<file path="src/hw/i2c_engine_pkg.sv">
// constants, carrier structs and state types of the two-wire master byte engine
package i2c_engine_pkg;

  // ----------------------------------------------------------------
  // register byte addresses
  // ----------------------------------------------------------------
  localparam logic [7:0] ADDR_BUFFER = 8'h00;
  localparam logic [7:0] ADDR_CONTROL = 8'h04;
  localparam logic [7:0] ADDR_STATUS = 8'h08;
  localparam logic [7:0] ADDR_RATE = 8'h0c;

  // ----------------------------------------------------------------
  // field positions
  // ----------------------------------------------------------------
  localparam int unsigned CTL_STOP = 0;
  localparam int unsigned CTL_RECV = 1;
  localparam int unsigned CTL_ACKSEQ = 2;
  localparam int unsigned CTL_ACKVAL = 3;
  localparam int unsigned STA_BF = 0;
  localparam int unsigned STA_IF = 1;
  localparam int unsigned STA_ACK_STATUS_BIT = 2;
  localparam int unsigned STA_WRITE_COLLISION_FLAG = 3;
  localparam int unsigned STA_OVF = 4;
  localparam int unsigned STA_STOPDET = 5;

  // ----------------------------------------------------------------
  // reset values and counts
  // ----------------------------------------------------------------
  // 125 cycles per half bit at 25 MHz gives a 100 kHz bus
  localparam logic [7:0] RATE_RESET = 8'h7c;
  localparam logic [3:0] LAST_DATA_BIT = 4'h7;
  localparam logic [3:0] ACK_BIT = 4'h8;

  // ----------------------------------------------------------------
  // carriers
  // ----------------------------------------------------------------
  typedef struct packed {
    logic cyc;
    logic stb;
    logic we;
    logic [7:0] adr;
    logic [3:0] sel;
    logic [31:0] dat;
  } wb_req_s;

  typedef struct packed {
    logic ack;
    logic [31:0] dat;
  } wb_rsp_s;

  typedef struct packed {
    logic sclOut;
    logic sclOe;
    logic sdaOut;
    logic sdaOe;
  } pin_out_s;

  typedef enum logic [3:0] {
    IDLE, TX_LOW, TX_HIGH, RX_LOW, RX_HIGH, ACK_LOW, ACK_HIGH,
    STOP_SDA, STOP_COUNT, STOP_SCLHI, STOP_SDAHI, STOP_DONE
  } engine_state_e;

  typedef struct packed {
    engine_state_e st;
    logic [7:0] cnt;
    logic [3:0] bitIdx;
    logic [7:0] shift;
    logic [7:0] xferBuf;
    logic [7:0] rate;
    logic bf;
    logic pif;
    logic ack_status_bit;
    logic write_collision_flag;
    logic ovf;
    logic stopDet;
    logic stopReq;
    logic rxReq;
    logic ackReq;
    logic ackVal;
    logic sclLow;
    logic sdaLow;
    logic sclMeta;
    logic sclS;
    logic sdaMeta;
    logic sdaS;
    logic ack;
    logic [7:0] rdat;
  } engine_s;

endpackage

</file>
<file path="src/hw/i2c_master_byte_engine.sv">
// two-wire master byte engine: transmit, receive, acknowledge and stop
`timescale 1ns/1ps
`default_nettype none

// How it works
// RL1: idle buffer write sets buffer full and starts the bit clock
// RL2: data changes only with clock low; low and high each last one period
// RL3: address bytes go out as seven bits plus direction, sent immediately
// RL4: falling edge of clock eight clears buffer full and releases data
// RL5: ninth clock samples data into the acknowledge status bit
// RL6: after clock nine raise interrupt flag, park clock low, data released
// RL7: buffer write while busy is dropped and sets write collision
// RL8: software clears write collision before the next transmission
// RL9: software starts, waits for interrupt, clears it, then loads address
// RL10: stop ends a transfer; interrupt flag rises when it completes
// RL11: receive request is taken only while the engine is idle
// RL12: receiving toggles clock each rollover and shifts data in
// RL13: after eighth received clock: clear request, load buffer, flag, idle
// RL14: receive sets buffer full; reading the buffer clears it
// RL15: byte completed while buffer still full sets overflow
// RL16: software reads each byte, picks acknowledge, then ends with nack/stop
// RL17: acknowledge value bit decides what the master drives on data
// RL18: acknowledge: clock low with value, one period, release, one period
// RL19: acknowledge end clears its request, stops counter, returns idle
// RL20: stop: data low, count after seen low, release clock, then data
// RL21: data seen high with clock high flags stop; period later interrupt
// RL22: counter reloads while released clock is still seen low, counts once seen high
// RL23: bytes move most significant bit first
module i2c_master_byte_engine (
  input wire logic clk,
  input wire logic nrst,
  input wire i2c_engine_pkg::wb_req_s wbReq,
  output var i2c_engine_pkg::wb_rsp_s wbRsp,
  input wire logic sclIn,
  input wire logic sdaIn,
  output var i2c_engine_pkg::pin_out_s pins
);
  import i2c_engine_pkg::*;

  engine_s q;
  engine_s d;
  logic take;
  logic wr;
  logic rdBuf;
  logic tick;
  logic idleFree;
  logic [7:0] status8;
  logic [7:0] control8;
  logic [7:0] wdat;

  // ----------------------------------------------------------------
  // next state
  // ----------------------------------------------------------------
  always_comb begin
    d = q;
    tick = (q.cnt == 8'h00);
    idleFree = (q.st == IDLE) && !q.stopReq && !q.rxReq && !q.ackReq;
    take = wbReq.cyc && wbReq.stb && !q.ack;
    wr = take && wbReq.we && wbReq.sel[0];
    rdBuf = take && !wbReq.we && (wbReq.adr == ADDR_BUFFER);
    wdat = wbReq.dat[7:0];
    status8 = 8'h00;
    status8[STA_BF] = q.bf;
    status8[STA_IF] = q.pif;
    status8[STA_ACK_STATUS_BIT] = q.ack_status_bit;
    status8[STA_WRITE_COLLISION_FLAG] = q.write_collision_flag;
    status8[STA_OVF] = q.ovf;
    status8[STA_STOPDET] = q.stopDet;
    control8 = 8'h00;
    control8[CTL_STOP] = q.stopReq;
    control8[CTL_RECV] = q.rxReq;
    control8[CTL_ACKSEQ] = q.ackReq;
    control8[CTL_ACKVAL] = q.ackVal;

    // pins pass two flops before anything looks at them
    d.sclMeta = sclIn;
    d.sclS = q.sclMeta;
    d.sdaMeta = sdaIn;
    d.sdaS = q.sdaMeta;

    // bus slave: one-cycle answer, unmapped reads give zero
    d.ack = take;
    if (take && !wbReq.we) begin
      case (wbReq.adr)
        ADDR_BUFFER: d.rdat = q.xferBuf;
        ADDR_CONTROL: d.rdat = control8;
        ADDR_STATUS: d.rdat = status8;
        ADDR_RATE: d.rdat = q.rate;
        default: d.rdat = 8'h00;
      endcase
    end
    if (rdBuf) begin
      d.bf = 1'b0; // RL14
    end
    // clears come first so that an engine event in the same cycle wins
    if (wr && wbReq.adr == ADDR_STATUS) begin
      if (wdat[STA_IF]) d.pif = 1'b0;
      if (wdat[STA_WRITE_COLLISION_FLAG]) d.write_collision_flag = 1'b0;
      if (wdat[STA_OVF]) d.ovf = 1'b0;
      if (wdat[STA_STOPDET]) d.stopDet = 1'b0;
    end
    if (wr && wbReq.adr == ADDR_RATE) begin
      d.rate = wdat;
    end
    if (wr && wbReq.adr == ADDR_CONTROL) begin
      d.ackVal = wdat[CTL_ACKVAL]; // RL17
      // no queuing: requests are taken only with nothing else going on
      if (idleFree) begin
        d.stopReq = wdat[CTL_STOP];
        d.rxReq = wdat[CTL_RECV] && !wdat[CTL_STOP]; // RL11
        d.ackReq = wdat[CTL_ACKSEQ] && !wdat[CTL_STOP] && !wdat[CTL_RECV];
      end
    end
    if (wr && wbReq.adr == ADDR_BUFFER) begin
      if (!idleFree) begin
        d.write_collision_flag = 1'b1; // RL7
      end else begin
        d.xferBuf = wdat;
        d.shift = wdat; // RL3
        d.bf = 1'b1; // RL1
      end
    end

    // ----------------------------------------------------------------
    // bit engine
    // ----------------------------------------------------------------
    case (q.st)
      IDLE: begin
        d.cnt = q.rate;
        d.bitIdx = 4'h0;
        if (q.sclLow) begin
          d.sdaLow = 1'b0;
        end
        // an unread received byte must not block the next transmit
        if (wr && wbReq.adr == ADDR_BUFFER && idleFree) begin
          d.st = TX_LOW; // RL1
        end else if (q.stopReq) begin
          d.st = STOP_SDA;
        end else if (q.ackReq) begin
          d.st = ACK_LOW;
        end else if (q.rxReq) begin
          d.st = RX_LOW;
        end
      end
      TX_LOW: begin
        d.sclLow = 1'b1;
        // data moves only once the clock is already low
        if (q.sclLow) begin
          d.sdaLow = (q.bitIdx == ACK_BIT) ? 1'b0 : !q.shift[7]; // RL2 RL23
        end
        if (tick && q.sclLow) begin
          d.sclLow = 1'b0; // RL2
          d.cnt = q.rate;
          d.st = TX_HIGH;
        end else if (!tick) begin
          d.cnt = q.cnt - 8'h01;
        end
      end
      TX_HIGH: begin
        if (!q.sclS) begin
          d.cnt = q.rate; // RL22
        end else if (!tick) begin
          d.cnt = q.cnt - 8'h01;
        end else if (q.bitIdx == ACK_BIT) begin
          d.ack_status_bit = q.sdaS; // RL5
          d.pif = 1'b1; // RL6
          d.sclLow = 1'b1;
          d.st = IDLE;
        end else begin
          d.sclLow = 1'b1;
          d.shift = {q.shift[6:0], 1'b0};
          d.bitIdx = q.bitIdx + 4'h1;
          d.cnt = q.rate;
          d.st = TX_LOW;
          if (q.bitIdx == LAST_DATA_BIT) begin
            d.bf = 1'b0; // RL4
          end
        end
      end
      RX_LOW: begin
        d.sclLow = 1'b1;
        d.sdaLow = 1'b0;
        if (tick) begin
          d.sclLow = 1'b0; // RL12
          d.cnt = q.rate;
          d.st = RX_HIGH;
        end else begin
          d.cnt = q.cnt - 8'h01;
        end
      end
      RX_HIGH: begin
        if (!q.sclS) begin
          d.cnt = q.rate; // RL22
        end else if (!tick) begin
          d.cnt = q.cnt - 8'h01;
        end else begin
          d.shift = {q.shift[6:0], q.sdaS}; // RL12 RL23
          d.sclLow = 1'b1;
          d.cnt = q.rate;
          if (q.bitIdx == LAST_DATA_BIT) begin
            // an unread byte is kept; the new one is lost to overflow
            if (d.bf) begin
              d.ovf = 1'b1; // RL15
            end else begin
              d.xferBuf = {q.shift[6:0], q.sdaS}; // RL13
            end
            d.bf = 1'b1; // RL14
            d.pif = 1'b1; // RL13
            d.rxReq = 1'b0;
            d.st = IDLE;
          end else begin
            d.bitIdx = q.bitIdx + 4'h1;
            d.st = RX_LOW;
          end
        end
      end
      ACK_LOW: begin
        d.sclLow = 1'b1;
        if (q.sclLow) begin
          d.sdaLow = !q.ackVal; // RL17 RL18
        end
        if (tick && q.sclLow) begin
          d.sclLow = 1'b0; // RL18
          d.cnt = q.rate;
          d.st = ACK_HIGH;
        end else if (!tick) begin
          d.cnt = q.cnt - 8'h01;
        end
      end
      ACK_HIGH: begin
        if (!q.sclS) begin
          d.cnt = q.rate; // RL22
        end else if (!tick) begin
          d.cnt = q.cnt - 8'h01;
        end else begin
          d.sclLow = 1'b1; // RL18
          d.ackReq = 1'b0; // RL19
          d.pif = 1'b1;
          d.st = IDLE;
        end
      end
      STOP_SDA: begin
        d.sclLow = 1'b1;
        d.sdaLow = 1'b1; // RL20
        d.cnt = q.rate;
        if (q.sdaLow && !q.sdaS) begin
          d.st = STOP_COUNT;
        end
      end
      STOP_COUNT: begin
        if (tick) begin
          d.sclLow = 1'b0; // RL20
          d.cnt = q.rate;
          d.st = STOP_SCLHI;
        end else begin
          d.cnt = q.cnt - 8'h01;
        end
      end
      STOP_SCLHI: begin
        if (!q.sclS) begin
          d.cnt = q.rate; // RL22
        end else if (!tick) begin
          d.cnt = q.cnt - 8'h01;
        end else begin
          d.sdaLow = 1'b0; // RL20
          d.cnt = q.rate;
          d.st = STOP_SDAHI;
        end
      end
      STOP_SDAHI: begin
        d.cnt = q.rate;
        if (q.sdaS && q.sclS) begin
          d.stopDet = 1'b1; // RL21
          d.st = STOP_DONE;
        end
      end
      STOP_DONE: begin
        if (tick) begin
          d.stopReq = 1'b0; // RL10 RL21
          d.pif = 1'b1;
          d.st = IDLE;
        end else begin
          d.cnt = q.cnt - 8'h01;
        end
      end
      default: d.st = IDLE;
    endcase
  end

  // ----------------------------------------------------------------
  // state register
  // ----------------------------------------------------------------
  always_ff @(posedge clk) begin
    if (!nrst) begin
      q <= '0;
      q.rate <= RATE_RESET;
      q.sclMeta <= 1'b1;
      q.sclS <= 1'b1;
      q.sdaMeta <= 1'b1;
      q.sdaS <= 1'b1;
    end else begin
      q <= d;
    end
  end

  // open drain: only ever pull low
  assign pins.sclOut = 1'b0;
  assign pins.sclOe = q.sclLow;
  assign pins.sdaOut = 1'b0;
  assign pins.sdaOe = q.sdaLow;
  assign wbRsp.ack = q.ack;
  assign wbRsp.dat = {24'h000000, q.rdat};

  logic bufWr;
  logic hiDone;
  assign bufWr = wr && wbReq.adr == ADDR_BUFFER;
  assign hiDone = tick && q.sclS;
endmodule

`default_nettype wire

</file>
<file path="config.mk">
export PLATFORM = sky130hd
export DESIGN_NAME = i2c_master_byte_engine
export DESIGN_NICKNAME = d
export VERILOG_FILES = /design/src/hw/i2c_engine_pkg.sv /design/src/hw/i2c_master_byte_engine.sv
export SDC_FILE = /design/constraint.sdc
export NUM_CORES = 1
export LEC_CHECK = 0
export BUFFER_PORTS_ARGS = -buffer_cell sky130_fd_sc_hd__buf_2
export CAP_MARGIN = 10
export CORE_MARGIN = 3
export CORE_UTILIZATION = 50
export DETAILED_ROUTE_END_ITERATION = 8
export GPL_ROUTABILITY_DRIVEN = 0
export PLACE_DENSITY = 0.77
export SLEW_MARGIN = 10
export SYNTH_ARGS = -nofsm -noshare
export SYNTH_HDL_FRONTEND = slang
export SYNTH_SLANG_ARGS = --single-unit
</file>
<file path="constraint.sdc">
create_clock -name clk -period 3.1 [get_ports clk]
set_input_delay 0.62 -clock clk [delete_from_list [all_inputs] [get_ports clk]]
set_output_delay 0.62 -clock clk [all_outputs]
set_load 0.05 [all_outputs]
</file>
# ---- After elaboration in Yosys (flattened, before gate mapping)
# Index checks and enable logic that the tools add are counted.
# Widths: inputs -> output; s select.
dict set report totals {
  ff_bits 65
  output_inout_bits 37
  elab_cells 208
}
dict set report op_classes {
  add_sub_neg 2
  eq_ne 38
  n_mux 96
  n_reduce_logical 48
}
# operator count
set op_table {}
lappend op_table {{$mux 4} 20}
lappend op_table {{$mux 8} 10}
lappend op_table {{$mux 20} 3}
lappend op_table {{$pmux 8 s7} 1}
lappend op_table {{$pmux 4 s12} 1}
lappend op_table {{$mux 1} 41}
lappend op_table {{$ne 2x2->1 const B} 18}
lappend op_table {{$mux 16} 2}
lappend op_table {{$pmux 8 s4} 1}
lappend op_table {{$mux 12} 2}
lappend op_table {{$eq 4x3->1 const B} 5}
lappend op_table {{$eq 4x4->1 const B} 5}
lappend op_table {{$logic_and 1x1->1} 20}
lappend op_table {{$eq 8x4->1 const B} 2}
lappend op_table {{$logic_not 8->1} 2}
lappend op_table {{$pmux 8 s2} 1}
lappend op_table {{$reduce_and 14->1} 1}
lappend op_table {{$mux 3} 4}
lappend op_table {{$pmux 4 s3} 1}
lappend op_table {{$logic_not 1->1} 10}
lappend op_table {{$mux 2} 5}
lappend op_table {{$eq 4x2->1 const B} 2}
lappend op_table {{$eq 8x3->1 const B} 1}
lappend op_table {{$reduce_and 4->1} 2}
lappend op_table {{other kinds (20)} 24}

# ---- Longest topological paths before layout
dict set report logic_depth {
  ltp_word 12
  ltp_mapped 10
}

# ---- Worst setup path after synthesis
# Ideal clock, no wire load.
dict set report synth_timing {
  path_kind {input to register}
  from {in wbReq[37] (netlist name)}
  to {reg q[37] (netlist name)}
  setup_ns 0.088
  t_arrival_ns 2.844
  t_required_ns 3.012
  setup_slack_ns 0.168
  path_stages 9
  path_buffers 3
  path_cell_list {or4_1 > or4_1 > buf_2 > or4_4 > buf_6 > nand3b_4 > buf_8 > nor2_2 > a311oi_2}
}
dict set report synth_via {
  elab_chain_len 10
  elab_cells_between_ends 12
}
# item line_no
set synth_rtl {}
lappend synth_rtl {{start: declaration} i2c_master_byte_engine.sv:32} ;# input wire i2c_engine_pkg::wb_req_s wbReq,
lappend synth_rtl {{$logic_not 8->1 *} {i2c_master_byte_engine.sv:60, i2c_master_byte_engine.sv:114}}
lappend synth_rtl {{$logic_and 1x1->1} i2c_master_byte_engine.sv:60} ;# rdBuf = take && !wbReq.we && (wbReq.adr == ADDR_BUFFER);
lappend synth_rtl {{$mux 1} i2c_master_byte_engine.sv:92} ;# if (rdBuf) begin
lappend synth_rtl {{$mux 1} i2c_master_byte_engine.sv:115} ;# if (!idleFree) begin
lappend synth_rtl {{$mux 1} i2c_master_byte_engine.sv:114} ;# if (wr && wbReq.adr == ADDR_BUFFER) begin
lappend synth_rtl {{$mux 8} i2c_master_byte_engine.sv:202} ;# if (d.bf) begin
lappend synth_rtl {{$mux 8} i2c_master_byte_engine.sv:200} ;# if (q.bitIdx == LAST_DATA_BIT) begin
lappend synth_rtl {{$mux 20} i2c_master_byte_engine.sv:194} ;# end else if (!tick) begin
lappend synth_rtl {{$mux 20} i2c_master_byte_engine.sv:192} ;# if (!q.sclS) begin
lappend synth_rtl {{$mux 8 *} i2c_master_byte_engine.sv:127} ;# case (q.st)
lappend synth_rtl {{end: declaration} i2c_master_byte_engine.sv:40} ;# engine_s q;
# Every way passes the cells marked *; elsewhere a longest branch is shown, timed or not. The select of a mux whose other input is x is not followed.
# A chain may end at the register's enable or synchronous reset.

# ---- Worst setup path after layout
dict set report layout_timing {
  from {in wbReq[37] (netlist name)}
  to {reg q[62] (netlist name)}
}
dict set report layout_via {
  elab_chain_len 5
  elab_cells_between_ends 7
}
# item line_no
set layout_rtl {}
lappend layout_rtl {{$logic_not 8->1 *} i2c_master_byte_engine.sv:135} ;# if (wr && wbReq.adr == ADDR_BUFFER && idleFree) begin
lappend layout_rtl {{$logic_and 1x1->1 *} --}
lappend layout_rtl {{$logic_and 1x1->1 *} i2c_master_byte_engine.sv:135}
lappend layout_rtl {{$ne 5x4->1 (no source line) / $mux 4 (equally long branches)} --}
lappend layout_rtl {{$reduce_and 14->1 (no source line) / $pmux 4 s12 (equally long branches)} --}
# Every way passes the cells marked *; elsewhere a longest branch is shown, timed or not.

==> flow_metrics.env <==
export IMPL_status="finished, violations left"
export IMPL_violations="DRC"
export IMPL_hold_buffers=0
export IMPL_drv_slew=0
export IMPL_initial_utilization_pct=52.60
export IMPL_period_minus_slack_ps=2782
export IMPL_synth_distinct_cells=68
export IMPL_grt_ovfl_total=0
export IMPL_grt_antenna_before_repair=0
export IMPL_post_cts_buffers=0
export IMPL_clock_sinks=65
export IMPL_cp_arrival_ps=2970
export IMPL_period_share_pct=89.76
export IMPL_p_leak_nw=1.750
export IMPL_detailroute_via_count=4028
export IMPL_tightest_slew_ps=691.5
export IMPL_syn_to_final_growth_pct=7.831
export IMPL_port_buffer_count=34
export IMPL_synth_ff_type="dfxtp_1"
export IMPL_ys_seq_area_share_pct=31.20
export IMPL_final_common_cell="nand2_1"
export IMPL_finalSetupViolations=0
export IMPL_dieArea_um2=9472
export IMPL_path_class="input pin to flop"
export IMPL_path_max_fanout=3
export IMPL_netlist_area_leader_share_pct=31.20
export IMPL_grt_pass1_vias=3655
export IMPL_htreeDepth=3
export IMPL_r2r_slack_ps=330
export IMPL_core_rowCount=32
export IMPL_drt_wirelength_per_cell_um=16.68
export IMPL_drc=2
export IMPL_total_power_w=0.002976
export IMPL_use_met3_pct=4.738
export IMPL_ys_ff_latch=65
export IMPL_hold_path_class="flop to flop"
export IMPL_syn_avg_cell_area_um2=7.809
export IMPL_syn_area_um2=4170
export IMPL_numCtsBuffers=9
export IMPL_max_vdd_ir_drop_mv=0.2980
export IMPL_synth_top_area_cell="dfxtp_1"
export IMPL_startpoint_type="input pin"
export IMPL_synth_edff_count=0
export IMPL_layout_drive_gt1_share_pct=17.32
export IMPL_relSlewSlack_pct=53.84
export IMPL_maxCapViolCount=0
export IMPL_end_kind="flop"
export IMPL_die_width_um=97.33
export IMPL_viasPerCell=6.085
export IMPL_cts_clk_slew_worst_paths_ps=70
export IMPL_root_buffer="clkbuf_8"
export IMPL_cts_tree="built"
export IMPL_coreArea_um2=7928
export IMPL_drtIter0Drc=373
export IMPL_die_h_um=97.33
export IMPL_syn_instance_count=534
export IMPL_grt_max_degree=38
export IMPL_diodes=0
export IMPL_fin_setup_tns_ps=0
export IMPL_dpl_hpwl_um=7890
export IMPL_dr_pass1_iters=7
export IMPL_grt_setup_unrepaired="false"
export IMPL_powerDensity_nw_per_um2=661.8
export IMPL_grt_usage_pct=23.01
export IMPL_yosysWarningCount=0
export IMPL_postRouteAntennaNets=0
export IMPL_use_met1_pct=32.93
export IMPL_layout_common_cells="76 x nand2_1, 65 x dfxtp_1, 44 x nor2_1, 34 x buf_2"
export IMPL_clock_latency_ps=340
export IMPL_hold_violations=0
export IMPL_cts_buffer_depth=2
export IMPL_crit_required_ps=3280
export IMPL_post_cts_resized=0
export IMPL_finClkSkew_ps=12.16
export IMPL_ios=88
export IMPL_max_freq_ghz=0.3594
export IMPL_nets=610
export IMPL_grt_pass1_wl_um=18200
export IMPL_async_flop_share_pct=0
export IMPL_drt_wl_total_um=11040
export IMPL_busiest_layer="met2"
export IMPL_synth_area_top_cells="dfxtp_1 31%, nand2_1 6.8%, buf_4 6.7%"
export IMPL_use_met2_pct=34.82
## flip-flops by register name (all words and copies together) (netlist names)
name and flops:
q 48, wbRsp 9, control8 4, d 2
pins 2
## routing by layer
layer / vias up / routed length, µm
li1: 1910 / -
met1: 1883 / 4982
met2: 214 / 4948
met3: 21 / 913
met4: 0 / 198
met5: - / 0
## path summary, 6_finish.rpt
path / depth (start not counted) / endpoint / startpoint
setup / recovery: 8 / q[62]$_SDFFE_PN0P_ / wbReq[37]
hold / removal: 1 / q[11]$_SDFF_PN1_ / d[11]$_SDFF_PN1_
setup reg to reg: 6 / q[40]$_SDFF_PN0_ / q[61]$_SDFFE_PN0P_
hold reg to reg: 1 / q[11]$_SDFF_PN1_ / d[11]$_SDFF_PN1_
## logic make-up after synthesis
group	synth area share [%]
DFF	31.20
xor gates and xnor gates	2.100
muxes	5.371
and+or+nand+nor	24.84
adders and majority gates	1.200
AOI/OAI and AO/OA	23.43
buffers and inverters	11.76
other	0.08992
## critical path: stages
cell	delay, ps
buf_2	90
or4_1	530
or4_1	590
buf_4	190
nor3_1	280
o221ai_1	210
a2111oi_0	350
a211oi_1	100
## Yosys cell counts (7+ instances only)
master,number
a311oi_1,8
buf_4,37
nor2_1,44
nand2_1,76
inv_1,14
nor3_1,13
a21oi_1,30
clkbuf_1,25
o21ai_0,30
a22oi_1,10
dfxtp_1,65
nand3_1,10
a31oi_1,17
nor2b_1,8
mux2i_1,10
nand2b_1,7
## per-stage QoR
stage | instance area [µm²] | setup WS [ps] | hold slack (ps) | std cells | util [%]
final | 4497 | 317.6 | 403.2 | 662 | 56.72
after CTS | 4497 | 340.3 | 408.1 | 662 | 56.72
after global placement | 4293 | 52.67 | 392.8 | 646 | 54.15
after floorplan | 4264 | 167.7 | 386.3 | 559 | -
after global routing | 4497 | 176.6 | 423.7 | 662 | 56.72
after detailed placement | 4293 | 47.92 | 391.7 | 646 | 54.15
## area by class of cell
type                    count  area [µm²]
well taps                 102       127.6
repair buffers             56       335.3
flip-flops and latches     65        1301
clock inverters             6       66.31
clock buffers              10       137.6
inverters                  15       56.30
fillers                   737        3431
multi-input cells         408        2472
## power breakdown
part	switching [W]	internal [W]	leakage, nW
combinational	0.000765	0.000476	1.12
clock	0.000350	0.000396	0.107
sequential	0.0000795	0.000909	0.527
Note: power is estimated with default switching activity, not from simulation.
